## config.mk

```make
export PLATFORM = sky130hd
export DESIGN_NAME = acctl_regs
export DESIGN_NICKNAME = d
export VERILOG_FILES = /design/src/rtl/acctl_pkg.sv /design/src/rtl/acctl_regs.sv
export SDC_FILE = /design/constraint.sdc
export NUM_CORES = 1
export LEC_CHECK = 0
export BUFFER_PORTS_ARGS = -buffer_cell sky130_fd_sc_hd__buf_2
export CAP_MARGIN = 20
export CORE_ASPECT_RATIO = 1.2
export CORE_UTILIZATION = 35
export CTS_BUF_LIST = sky130_fd_sc_hd__clkbuf_4
export DETAILED_ROUTE_END_ITERATION = 8
export SKIP_LAST_GASP = 1
export SLEW_MARGIN = 20
export SYNTH_ARGS = -nofsm -noshare
export SYNTH_HDL_FRONTEND = slang
export SYNTH_SLANG_ARGS = --single-unit
```

## constraint.sdc

```tcl
create_clock -name clk -period 10.5 [get_ports clk]
set_clock_uncertainty 0.15 [all_clocks]
set_input_delay 2.1 -clock clk [delete_from_list [all_inputs] [get_ports clk]]
set_output_delay 2.1 -clock clk [all_outputs]
set_load 0.05 [all_outputs]
```

## src/rtl/acctl_pkg.sv

```systemverilog
// Purpose: Shared constants and types for the ADC control and result register block
// Assumes: 200 MHz system clock, byte-wide register map reached over a two-wire serial port
// Notes: All offsets, reset values, field positions and times live here
// How it works
// - In general-purpose mode the status pin is pulled low when its level bit is 0 and floats when it is 1.
// - With the watchdog enable set, a hardware reset fires if no serial access occurs within 14 s of input power.
// - Charging is allowed only while the disable bit is 0 and the charge-enable pin is low.
// - On battery only, the rate field schedules conversions: manual, continuous, every second or every minute.
// - The trigger bit returns to 0 by itself when the conversion it started completes.
// - The speed field sets the conversion time to 24, 12, 6 or 3 ms.
// - Each comparator source is a 3-bit channel code, 0 meaning disabled.
// - The second comparator source sits in bits 7:5 of the second ADC control register, reset to thermistor.
// - The third source sits in bits 4:2 there, reset disabled; the first sits in bits 2:0 of the first, reset thermistor.
// - The battery result is read-only, upper byte then lower byte at the next address, reset undefined.
// - The thermistor result upper byte is read-only with an undefined reset value.
// - The thermistor result lower byte is read-only at the next address, reset undefined.
// - The status pin is a general-purpose output only in modes 10 and 11, else power good or button level.
package acctl_pkg;
   // Register offsets
   localparam logic [7:0] ADDR_IC_CONTROL_TWO   = 8'h37;
   localparam logic [7:0] ADDR_ADC_CONTROL_ZERO = 8'h40;
   localparam logic [7:0] ADDR_ADC_CONTROL_ONE  = 8'h41;
   localparam logic [7:0] ADDR_VBAT_HIGH        = 8'h42;
   localparam logic [7:0] ADDR_VBAT_LOW         = 8'h43;
   localparam logic [7:0] ADDR_TS_HIGH          = 8'h44;
   localparam logic [7:0] ADDR_TS_LOW           = 8'h45;
   localparam logic [7:0] READ_UNMAPPED         = 8'h00;
   // Reset values
   localparam logic [7:0] RST_IC_CONTROL_TWO    = 8'h00;
   localparam logic [7:0] RST_ADC_CONTROL_ZERO  = 8'h02;
   localparam logic [7:0] RST_ADC_CONTROL_ONE   = 8'h40;
   // Field positions
   localparam int IC2_LEVEL_BIT   = 4;
   localparam int IC2_WD_EN_BIT   = 1;
   localparam int IC2_CHG_DIS_BIT = 0;
   localparam int ADC0_RATE_LSB   = 6;
   localparam int ADC0_TRIG_BIT   = 5;
   localparam int ADC0_SPEED_LSB  = 3;
   localparam int ADC0_COMP1_LSB  = 0;
   localparam int ADC1_COMP2_LSB  = 5;
   localparam int ADC1_COMP3_LSB  = 2;
   localparam logic [7:0] ADC0_TRIG_MASK = 8'h20;
   localparam int PIN_MODE_GPO_BIT = 1;
   localparam logic [1:0] PIN_MODE_POWER_GOOD = 2'h0;
   // Timing
   localparam int CLK_HZ         = 200_000_000;
   localparam int MS_PER_S       = 1000;
   localparam int CONV_MS_SPEED0 = 24;
   localparam int CONV_MS_SPEED1 = 12;
   localparam int CONV_MS_SPEED2 = 6;
   localparam int CONV_MS_SPEED3 = 3;
   localparam int WD_TIME_S      = 14;
   localparam int RATE_MINUTE_S  = 60;
   localparam int SEC_CYCLES_DEF = CLK_HZ;
   localparam int MS_CYCLES_DEF  = CLK_HZ / MS_PER_S;
   // Serial port; address value is arbitrary
   localparam logic [6:0] DEV_ADDR_DEF = 7'h35;
   localparam logic [3:0] BITS_PER_BYTE = 4'h8;
   // Pin synchroniser lanes
   localparam int SYNC_W    = 5;
   localparam int SYNC_SCL  = 0;
   localparam int SYNC_SDA  = 1;
   localparam int SYNC_VIN  = 2;
   localparam int SYNC_MR_N = 3;
   localparam int SYNC_CE_N = 4;
   localparam logic [SYNC_W-1:0] SYNC_RST = 5'h1b;

   typedef enum logic [1:0] {
      RATE_MANUAL = 2'h0, RATE_CONT = 2'h1, RATE_SECOND = 2'h2, RATE_MINUTE = 2'h3
   } acctl_rate_e;

   typedef enum logic [2:0] {
      CH_OFF = 3'h0, CH_GP_IN = 3'h1, CH_THERM = 3'h2, CH_VBAT = 3'h3,
      CH_ICHG = 3'h4, CH_VIN = 3'h5, CH_SYSNODE = 3'h6, CH_IIN = 3'h7
   } acctl_chan_e;

   typedef enum logic [8:0] {
      ST_IDLE = 9'h001, ST_ADDR = 9'h002, ST_ADDR_ACK = 9'h004, ST_REG = 9'h008,
      ST_REG_ACK = 9'h010, ST_WDATA = 9'h020, ST_WACK = 9'h040, ST_RDATA = 9'h080,
      ST_RACK = 9'h100
   } acctl_state_e;

   typedef struct packed {
      logic [15:0] vbat;
      logic [15:0] therm;
   } acctl_sample_s;

   typedef struct packed {
      acctl_chan_e first;
      acctl_chan_e second;
      acctl_chan_e third;
   } acctl_comp_s;
endpackage

```

## src/rtl/acctl_regs.sv

```systemverilog
// Purpose: Serial-port register file, ADC scheduler, status pin, watchdog and charge gate
// Assumes: One 200 MHz clock; all pin inputs asynchronous to it
// Notes: Results capture the analog sample bus at the end of each conversion
`timescale 1ns/1ps
module acctl_regs #(
   parameter logic [6:0]  DEV_ADDR   = acctl_pkg::DEV_ADDR_DEF,
   parameter logic [31:0] MS_CYCLES  = 32'(acctl_pkg::MS_CYCLES_DEF),
   parameter logic [31:0] SEC_CYCLES = 32'(acctl_pkg::SEC_CYCLES_DEF)
) (
   // Clock and reset
   input  wire logic                  clk,
   input  wire logic                  rst,
   // Serial register port
   input  wire logic                  scl_in,
   input  wire logic                  sda_in,
   output logic                       sda_out,
   output logic                       sda_oe,
   // Device pins and status
   input  wire logic                  vin_valid,
   input  wire logic                  pushbutton_n,
   input  wire logic                  charge_enable_n,
   input  wire logic [1:0]            status_pin_function_select,
   output logic                       status_pin_out,
   output logic                       status_pin_oe,
   output logic                       charge_allowed,
   output logic                       hw_reset_pulse,
   // Converter side
   input  wire acctl_pkg::acctl_sample_s sample,
   output logic                       conv_start,
   output logic                       conv_busy,
   output acctl_pkg::acctl_comp_s     comp_sources
);
   logic [acctl_pkg::SYNC_W-1:0] pins_raw, s1_q, s2_q, s3_q, flt_q;
   logic                         scl_prev_q, sda_prev_q;
   acctl_pkg::acctl_state_e      st_q, st_d;
   logic [3:0]                   cnt_q, cnt_d;
   logic [7:0]                   sh_q, sh_d, ptr_q, ptr_d, rd_data;
   logic                         rw_q, rw_d, low_q, low_d, nack_q, nack_d;
   logic [7:0]                   ic2_q, adc0_q, adc1_q, adc0_base, adc0_d;
   logic [7:0]                   vbat_hi_q, vbat_lo_q, ts_hi_q, ts_lo_q;
   logic                         busy_q, owned_q, pend_q, vin_prev_q, wd_armed_q;
   logic [31:0]                  conv_cnt_q, conv_len, sec_cnt_q, wd_cyc_q;
   logic [5:0]                   min_cnt_q;
   logic [3:0]                   wd_sec_q;

   // Three-stage pin filter: value moves only when stages two and three agree
   assign pins_raw = {charge_enable_n, pushbutton_n, vin_valid, sda_in, scl_in};
   for (genvar i = 0; i < acctl_pkg::SYNC_W; i++) begin : g_sync
      always_ff @(posedge clk or posedge rst) begin
         if (rst) begin
            s1_q[i]  <= acctl_pkg::SYNC_RST[i];
            s2_q[i]  <= acctl_pkg::SYNC_RST[i];
            s3_q[i]  <= acctl_pkg::SYNC_RST[i];
            flt_q[i] <= acctl_pkg::SYNC_RST[i];
         end else begin
            s1_q[i] <= pins_raw[i];
            s2_q[i] <= s1_q[i];
            s3_q[i] <= s2_q[i];
            if (s2_q[i] == s3_q[i]) flt_q[i] <= s3_q[i];
         end
      end
   end

   wire scl_f    = flt_q[acctl_pkg::SYNC_SCL];
   wire sda_f    = flt_q[acctl_pkg::SYNC_SDA];
   wire vin_f    = flt_q[acctl_pkg::SYNC_VIN];
   wire mr_n_f   = flt_q[acctl_pkg::SYNC_MR_N];
   wire ce_n_f   = flt_q[acctl_pkg::SYNC_CE_N];
   wire scl_rise = scl_f & ~scl_prev_q;
   wire scl_fall = ~scl_f & scl_prev_q;
   wire bus_start = scl_f & scl_prev_q & sda_prev_q & ~sda_f;
   wire bus_stop  = scl_f & scl_prev_q & ~sda_prev_q & sda_f;
   wire byte_done = (cnt_q == acctl_pkg::BITS_PER_BYTE);
   wire addr_hit  = scl_fall & (st_q == acctl_pkg::ST_ADDR) & byte_done & (sh_q[7:1] == DEV_ADDR);
   wire wr_stb    = scl_fall & ~bus_stop & ~bus_start & (st_q == acctl_pkg::ST_WDATA) & byte_done;
   wire shifting  = (st_q == acctl_pkg::ST_ADDR) | (st_q == acctl_pkg::ST_REG)
                  | (st_q == acctl_pkg::ST_WDATA);

   // Read decode; unmapped offsets answer zero
   assign rd_data = (ptr_q == acctl_pkg::ADDR_IC_CONTROL_TWO)   ? ic2_q     :
                    (ptr_q == acctl_pkg::ADDR_ADC_CONTROL_ZERO) ? adc0_q    :
                    (ptr_q == acctl_pkg::ADDR_ADC_CONTROL_ONE)  ? adc1_q    :
                    (ptr_q == acctl_pkg::ADDR_VBAT_HIGH)        ? vbat_hi_q :
                    (ptr_q == acctl_pkg::ADDR_VBAT_LOW)         ? vbat_lo_q :
                    (ptr_q == acctl_pkg::ADDR_TS_HIGH)          ? ts_hi_q   :
                    (ptr_q == acctl_pkg::ADDR_TS_LOW)           ? ts_lo_q   :
                    acctl_pkg::READ_UNMAPPED;

   always_comb begin
      st_d = st_q; cnt_d = cnt_q; sh_d = sh_q; ptr_d = ptr_q;
      rw_d = rw_q; low_d = low_q; nack_d = nack_q;
      if (bus_stop) begin
         st_d = acctl_pkg::ST_IDLE; low_d = 1'b0;
      end else if (bus_start) begin
         st_d = acctl_pkg::ST_ADDR; cnt_d = '0; low_d = 1'b0;
      end else if (scl_rise) begin
         if (shifting) begin
            sh_d  = {sh_q[6:0], sda_f};
            cnt_d = cnt_q + 4'h1;
         end
         if (st_q == acctl_pkg::ST_RACK) nack_d = sda_f;
      end else if (scl_fall) begin
         case (st_q)
            acctl_pkg::ST_ADDR: if (byte_done) begin
               if (addr_hit) begin
                  low_d = 1'b1; rw_d = sh_q[0]; st_d = acctl_pkg::ST_ADDR_ACK;
               end else st_d = acctl_pkg::ST_IDLE;
            end
            acctl_pkg::ST_REG: if (byte_done) begin
               ptr_d = sh_q; low_d = 1'b1; st_d = acctl_pkg::ST_REG_ACK;
            end
            acctl_pkg::ST_WDATA: if (byte_done) begin
               ptr_d = ptr_q + 8'h01; low_d = 1'b1; st_d = acctl_pkg::ST_WACK;
            end
            acctl_pkg::ST_ADDR_ACK, acctl_pkg::ST_RACK: begin
               if ((st_q == acctl_pkg::ST_ADDR_ACK) ? rw_q : ~nack_q) begin
                  sh_d = rd_data; low_d = ~rd_data[7]; cnt_d = 4'h1; st_d = acctl_pkg::ST_RDATA;
               end else if (st_q == acctl_pkg::ST_ADDR_ACK) begin
                  low_d = 1'b0; cnt_d = '0; st_d = acctl_pkg::ST_REG;
               end else st_d = acctl_pkg::ST_IDLE;
            end
            acctl_pkg::ST_REG_ACK, acctl_pkg::ST_WACK: begin
               low_d = 1'b0; cnt_d = '0; st_d = acctl_pkg::ST_WDATA;
            end
            acctl_pkg::ST_RDATA: if (byte_done) begin
               low_d = 1'b0; ptr_d = ptr_q + 8'h01; st_d = acctl_pkg::ST_RACK;
            end else begin
               low_d = ~sh_q[6]; sh_d = {sh_q[6:0], 1'b0}; cnt_d = cnt_q + 4'h1;
            end
            default: ;
         endcase
      end
   end

   always_ff @(posedge clk or posedge rst) begin
      if (rst) begin
         st_q <= acctl_pkg::ST_IDLE; cnt_q <= '0; sh_q <= '0; ptr_q <= '0;
         rw_q <= 1'b0; low_q <= 1'b0; nack_q <= 1'b0;
         scl_prev_q <= 1'b1; sda_prev_q <= 1'b1;
      end else begin
         st_q <= st_d; cnt_q <= cnt_d; sh_q <= sh_d; ptr_q <= ptr_d;
         rw_q <= rw_d; low_q <= low_d; nack_q <= nack_d;
         scl_prev_q <= scl_f; sda_prev_q <= sda_f;
      end
   end

   assign sda_out = 1'b0;
   assign sda_oe  = low_q;

   // Control registers; a fired watchdog restores defaults too
   wire wr_ic2  = wr_stb & (ptr_q == acctl_pkg::ADDR_IC_CONTROL_TWO);
   wire wr_adc0 = wr_stb & (ptr_q == acctl_pkg::ADDR_ADC_CONTROL_ZERO);
   wire wr_adc1 = wr_stb & (ptr_q == acctl_pkg::ADDR_ADC_CONTROL_ONE);
   wire trig_q  = adc0_q[acctl_pkg::ADC0_TRIG_BIT];
   wire [1:0] speed = adc0_q[acctl_pkg::ADC0_SPEED_LSB +: 2];
   wire [1:0] rate  = adc0_q[acctl_pkg::ADC0_RATE_LSB +: 2];
   wire conv_done   = busy_q & (conv_cnt_q == 32'h1);
   // Host set wins over the completion clear; writing 0 never aborts
   wire trig_set = wr_adc0 & sh_q[acctl_pkg::ADC0_TRIG_BIT];
   wire trig_d   = trig_set | (trig_q & ~(conv_done & owned_q));
   assign adc0_base = wr_adc0 ? sh_q : adc0_q;
   assign adc0_d = (adc0_base & ~acctl_pkg::ADC0_TRIG_MASK)
                 | (trig_d ? acctl_pkg::ADC0_TRIG_MASK : 8'h00);

   always_ff @(posedge clk or posedge rst) begin
      if (rst) begin
         ic2_q  <= acctl_pkg::RST_IC_CONTROL_TWO;
         adc0_q <= acctl_pkg::RST_ADC_CONTROL_ZERO;
         adc1_q <= acctl_pkg::RST_ADC_CONTROL_ONE;
      end else if (hw_reset_pulse) begin
         // Watchdog restore is synchronous, kept out of the async branch
         ic2_q  <= acctl_pkg::RST_IC_CONTROL_TWO;
         adc0_q <= acctl_pkg::RST_ADC_CONTROL_ZERO;
         adc1_q <= acctl_pkg::RST_ADC_CONTROL_ONE;
      end else begin
         if (wr_ic2) ic2_q <= sh_q;
         if (wr_adc1) adc1_q <= sh_q;
         adc0_q <= adc0_d;
      end
   end

   assign comp_sources.first  =
      acctl_pkg::acctl_chan_e'(adc0_q[acctl_pkg::ADC0_COMP1_LSB +: 3]);
   assign comp_sources.second = acctl_pkg::acctl_chan_e'(adc1_q[acctl_pkg::ADC1_COMP2_LSB +: 3]);
   assign comp_sources.third  = acctl_pkg::acctl_chan_e'(adc1_q[acctl_pkg::ADC1_COMP3_LSB +: 3]);

   // Status pin: open drain, only ever pulls low
   wire gpo_mode = status_pin_function_select[acctl_pkg::PIN_MODE_GPO_BIT];
   wire pg_mode  = (status_pin_function_select == acctl_pkg::PIN_MODE_POWER_GOOD);
   assign status_pin_out = 1'b0;
   assign status_pin_oe  = gpo_mode ? ~ic2_q[acctl_pkg::IC2_LEVEL_BIT] :
                           pg_mode  ? vin_f : ~mr_n_f;
   assign charge_allowed = ~ic2_q[acctl_pkg::IC2_CHG_DIS_BIT] & ~ce_n_f;

   // Rate ticks; a tick that lands mid-conversion is held, not lost
   wire sec_tick = (sec_cnt_q == SEC_CYCLES - 32'h1);
   wire min_tick = sec_tick & (min_cnt_q == 6'(acctl_pkg::RATE_MINUTE_S - 1));
   wire tick_sel = ~vin_f & (((rate == acctl_pkg::RATE_SECOND) & sec_tick)
                 | ((rate == acctl_pkg::RATE_MINUTE) & min_tick));
   wire auto_due = ~vin_f & ((rate == acctl_pkg::RATE_CONT) | pend_q);
   wire start_conv = ~busy_q & (trig_q | auto_due);
   assign conv_start = start_conv;
   assign conv_busy  = busy_q;

   always_comb begin
      case (speed)
         2'h0:    conv_len = 32'(acctl_pkg::CONV_MS_SPEED0) * MS_CYCLES;
         2'h1:    conv_len = 32'(acctl_pkg::CONV_MS_SPEED1) * MS_CYCLES;
         2'h2:    conv_len = 32'(acctl_pkg::CONV_MS_SPEED2) * MS_CYCLES;
         default: conv_len = 32'(acctl_pkg::CONV_MS_SPEED3) * MS_CYCLES;
      endcase
   end

   always_ff @(posedge clk or posedge rst) begin
      if (rst) begin
         busy_q <= 1'b0; owned_q <= 1'b0; pend_q <= 1'b0; conv_cnt_q <= '0;
         sec_cnt_q <= '0; min_cnt_q <= '0;
      end else begin
         sec_cnt_q <= sec_tick ? 32'h0 : sec_cnt_q + 32'h1;
         if (sec_tick) min_cnt_q <= min_tick ? 6'h0 : min_cnt_q + 6'h1;
         pend_q <= tick_sel | (pend_q & ~start_conv);
         if (start_conv) begin
            busy_q <= 1'b1; owned_q <= trig_q; conv_cnt_q <= conv_len;
         end else if (busy_q) begin
            conv_cnt_q <= conv_cnt_q - 32'h1;
            if (conv_done) busy_q <= 1'b0;
         end
      end
   end

   // Results hold no reset value, by design
   always_ff @(posedge clk) begin
      if (conv_done) begin
         {vbat_hi_q, vbat_lo_q} <= sample.vbat;
         {ts_hi_q, ts_lo_q}     <= sample.therm;
      end
   end

   // Watchdog: armed when input power arrives, disarmed by any addressed access
   wire wd_sec_end = (wd_cyc_q == SEC_CYCLES - 32'h1);
   // An access landing in the final cycle still counts as in time
   wire wd_fire = wd_armed_q & ic2_q[acctl_pkg::IC2_WD_EN_BIT] & wd_sec_end & ~addr_hit
                & (wd_sec_q == 4'(acctl_pkg::WD_TIME_S - 1));
   always_ff @(posedge clk or posedge rst) begin
      if (rst) begin
         vin_prev_q <= 1'b0; wd_armed_q <= 1'b0; wd_cyc_q <= '0; wd_sec_q <= '0;
         hw_reset_pulse <= 1'b0;
      end else begin
         vin_prev_q     <= vin_f;
         hw_reset_pulse <= wd_fire;
         if (vin_f & ~vin_prev_q) begin
            wd_armed_q <= 1'b1; wd_cyc_q <= '0; wd_sec_q <= '0;
         end else if (addr_hit | ~vin_f | wd_fire) begin
            wd_armed_q <= 1'b0;
         end else if (wd_armed_q) begin
            wd_cyc_q <= wd_sec_end ? 32'h0 : wd_cyc_q + 32'h1;
            if (wd_sec_end) wd_sec_q <= wd_sec_q + 4'h1;
         end
      end
   end

   logic [31:0] chk_cyc_q, chk_len_q;
   always_ff @(posedge clk or posedge rst) begin
      if (rst) begin
         chk_cyc_q <= '0; chk_len_q <= '0;
      end else if (start_conv) begin
         chk_cyc_q <= 32'h1; chk_len_q <= conv_len;
      end else if (busy_q) chk_cyc_q <= chk_cyc_q + 32'h1;
   end
endmodule // acctl_regs

```

==> results by group <==
Run status
  – Violated checks: DRC
  – Outcome: finished with violations

Floorplanning
  – Cell Rows: 71
  – Initial Util: 0.359
  – IO Pins: 58
  – Die W: 166 µm
  – Die height: 199 µm
  – DIE AREA: 33000 µm²
  – Core region area: 31500 µm²

Timing
  – Period minus WS final: 5.04 ns
  – Fin crit share: 0.480
  – Final TNS setup: 0 ns
  – Final Hold Vio Count: 0
  – RSZ-0062 raised after global routing: no
  – Slew margin rel.: 0.310
  – Slew @ Worst Pin: 1.03 ns
  – Final setup fails: 0
  – Worst setup margin: 5.46 ns
  – Pins Over Slew Limit: 0
  – FMAX: 198 MHz

Synth
  – Cell Area, Synth: 11300 µm²
  – Seq cells post-synth: 222
  – Post-synth ARST share: 0.856
  – Post-synth top flop: dfrtp_1
  – Synth cell types: 89
  – Syn avg cell area: 10.1 µm²
  – Post-synth top area cell: dfrtp_1
  – Post-synth EDFFs: 32
  – Adder-Cell Fraction of Synth Area: 0.0277
  – Post-Synth XOR/XNOR Area: 0.0279
  – Synth top area cells: dfrtp_1 37%, edfxtp_1 8.5%, dfstp_2 4.9%
  – Synth Area in Compound Gates: 0.133
  – Synth top area share: 0.374
  – Simple-gate share of the synthesized area: 0.230
  – Syn Inst Count: 1124
  – Mux contribution to synthesized area: 0.0376
  – Main combinational cell family by area after synthesis: simple AND/OR/NAND/NOR gates
  – Ys Warns: 0
  – Sequential area share after synthesis: 0.508

Routing
  – Final WL: 26.9 mm
  – Top sig layer: met4
  – Metal-1 WL: 11.6 mm
  – Met3 WL: 1.35 mm
  – DRC: 3
  – Post-DR vias/cell: 5.45
  – ANT nets after route: 0
  – Routed wl met2: 13.2 mm
  – DR iter-0 viols: 478
  – Post-DR wirelength/cell: 16.3 µm
  – Total number of vias: 8982
  – First-pass detailed-route iteration total: 7

Global routing
  – Initial antenna violation count: 1
  – GRT overflow: 0
  – Overall routing resource usage: 0.165
  – Global-route wire length before repair: 44.5 mm
  – Vias in the first global route: 8896
  – Largest net degree at the start of global routing: 128

Place
  – Gp weighted congestion: 0.826
  – Post-detail-place hpwl: 18.1 mm
  – Placement Setup Slack: 5.45 ns
  – Port bufs: 55
  – Post-DP Area: 11900 µm²

Cells and area
  – Post-route cell area: 12700 µm²
  – Most common cell after layout, fill and taps aside: dfrtp_1
  – Fraction of layout instances using a drive strength above 1: 0.190
  – Fillers: 3112
  – Final net count: 1256
  – Layout area overhead: 12.6%
  – Commonest non-fill, non-tap cells in the layout: 169 x dfrtp_1, 101 x nor2_1, 101 x clkbuf_4

Clock tree
  – Hold Buf Count CTS: 0
  – Clock sink count: 222
  – H-tree level count: 2
  – Clock root cell: clkbuf_4
  – Worst-skew pair later-pin latency: 0.74 ns
  – CTS tree: done
  – Total CTS buffers: 60
  – Max clock buf depth: 3
  – Resized cells post-CTS: 0
  – Reg clk slew, reported paths: 0.06 ns
  – Setup bufs post-CTS: 0

Worst setup path
  – CP max stage delay: 0.86 ns
  – Crit path DAT: 2.79 ns
  – Crit path capture type: output port
  – Worst setup path start: conv_busy$_DFF_PP0_
  – Worst path cell trace: inv_1, o21ai_1, clkinv_1, buf_2
  – Crit path launch type: flip-flop
  – CP Max Fanout: 25
  – Reg2reg start: st_q[4]$_DFFE_PP0P_
  – Setup CP Type: reg2out
  – Worst Path Required: 8.25 ns
  – Slowest CP cell: dfrtp_1

Power
  – Pleak: 5.48 nW
  – Total power draw: 1.98 mW
  – Worst IR Drop VDD: 0.0000797 V
  – Power Density: 155 nW/µm²

Run
  – Count of max-cap constraint violations: 0

Min path
  – Hold WC Path Type: reg2reg
  – Hold Path Origin: s2_q[3]$_DFF_PP1_
==> sequential cells by signal, summed over array words and instances, names as in the netlist, 9 cells and up <==
register,cells
sec_cnt_q,32
st_q,9
conv_cnt_q,32
wd_cyc_q,32
==> layer usage <==
| metal | track usage | vias to the layer above |
|---|---|---|
| met5 | 0 | - |
| met4 | 0.0692 | 0 |
| met3 | 0.0378 | 66 |
| met2 | 0.286 | 211 |
| met1 | 0.197 | 4376 |
| li1 | - | 4329 |
==> report_power, final <==
group,switching [mW],internal [mW]
logic,0.113,0.0689
clock network,0.374,0.433
registers,0.0705,0.915
total,0.558,1.42
==> cell type report <==
type / count / area (µm²) / share of cell area
antenna: 1 / 2.50 / 0.000197
clock buffer: 101 / 758 / 0.0596
clock inverter: 13 / 60.1 / 0.00472
inverter: 28 / 113 / 0.00884
multi-input combinational: 818 / 5190 / 0.408
sequential: 222 / 5740 / 0.451
tap: 401 / 502 / 0.0394
timing repair buffer: 64 / 363 / 0.0285
==> critical path: cells and delay by family (launching register included) <==
kind,cells,cell delay [ns]
flops,1,0.86
buf+inv,3,0.96
compound gates,1,0.22
==> path summary, 6_finish.rpt <==
kind | to | slack (ns) | cells after the start
max | conv_start | 5.46 | 4
min | s3_q[3]$_DFF_PP1_ | 0.21 | 0
max reg2reg | ic2_q[0]$_DFFE_PP0P_ | 7.05 | 6
min reg2reg | s3_q[3]$_DFF_PP1_ | 0.21 | 0
max in group asynchronous | st_q[5]$_DFFE_PP0P_ | 7.43 | 3
min in group asynchronous | sec_cnt_q[7]$_DFF_PP0_ | 1.39 | 2
==> stage by stage <==
stage               cells  utilization  hold slack [ns]
floorplan            1125            -            0.181
global placement     1532        0.377            0.188
detailed placement   1532        0.377            0.190
CTS                  1646        0.403            0.193
global route         1648        0.404            0.209
finish               1648        0.404            0.205
==> synth_stat cells (5+ instances only) <==
cell type  instances
dfstp_2           21
and2_1             6
nor2_1           101
xnor2_1           16
clkbuf_1          34
or2_2             10
xor2_1            20
o2bb2ai_1          5
o311ai_0           7
edfxtp_1          32
maj3_1             5
and4_1            10
nor3b_1            5
and3_1            15
buf_4             12
mux2i_1           38
o21ai_0           60
a21oi_1           56
a22oi_1           19
nand3_1           62
nand2b_1           9
nor4_1            20
nor2b_1           12
nor3_1            30
o211ai_1          12
a31oi_1            9
inv_1             27
ha_1              21
dfrtp_1          169
nand4_1           21
nand3b_1           7
or3_1             24
a211oi_1           7
nand2_1           96
or4_1             16
o31ai_1           15
==> logic make-up after synthesis <==
group / Yosys count
fa+ha+maj: 26
compound gates: 230
simple gates: 482
flops: 222
mux: 42
xor+xnor: 36
other cells: 1
buf+inv: 85
Note: power is estimated with default switching activity, not from simulation.
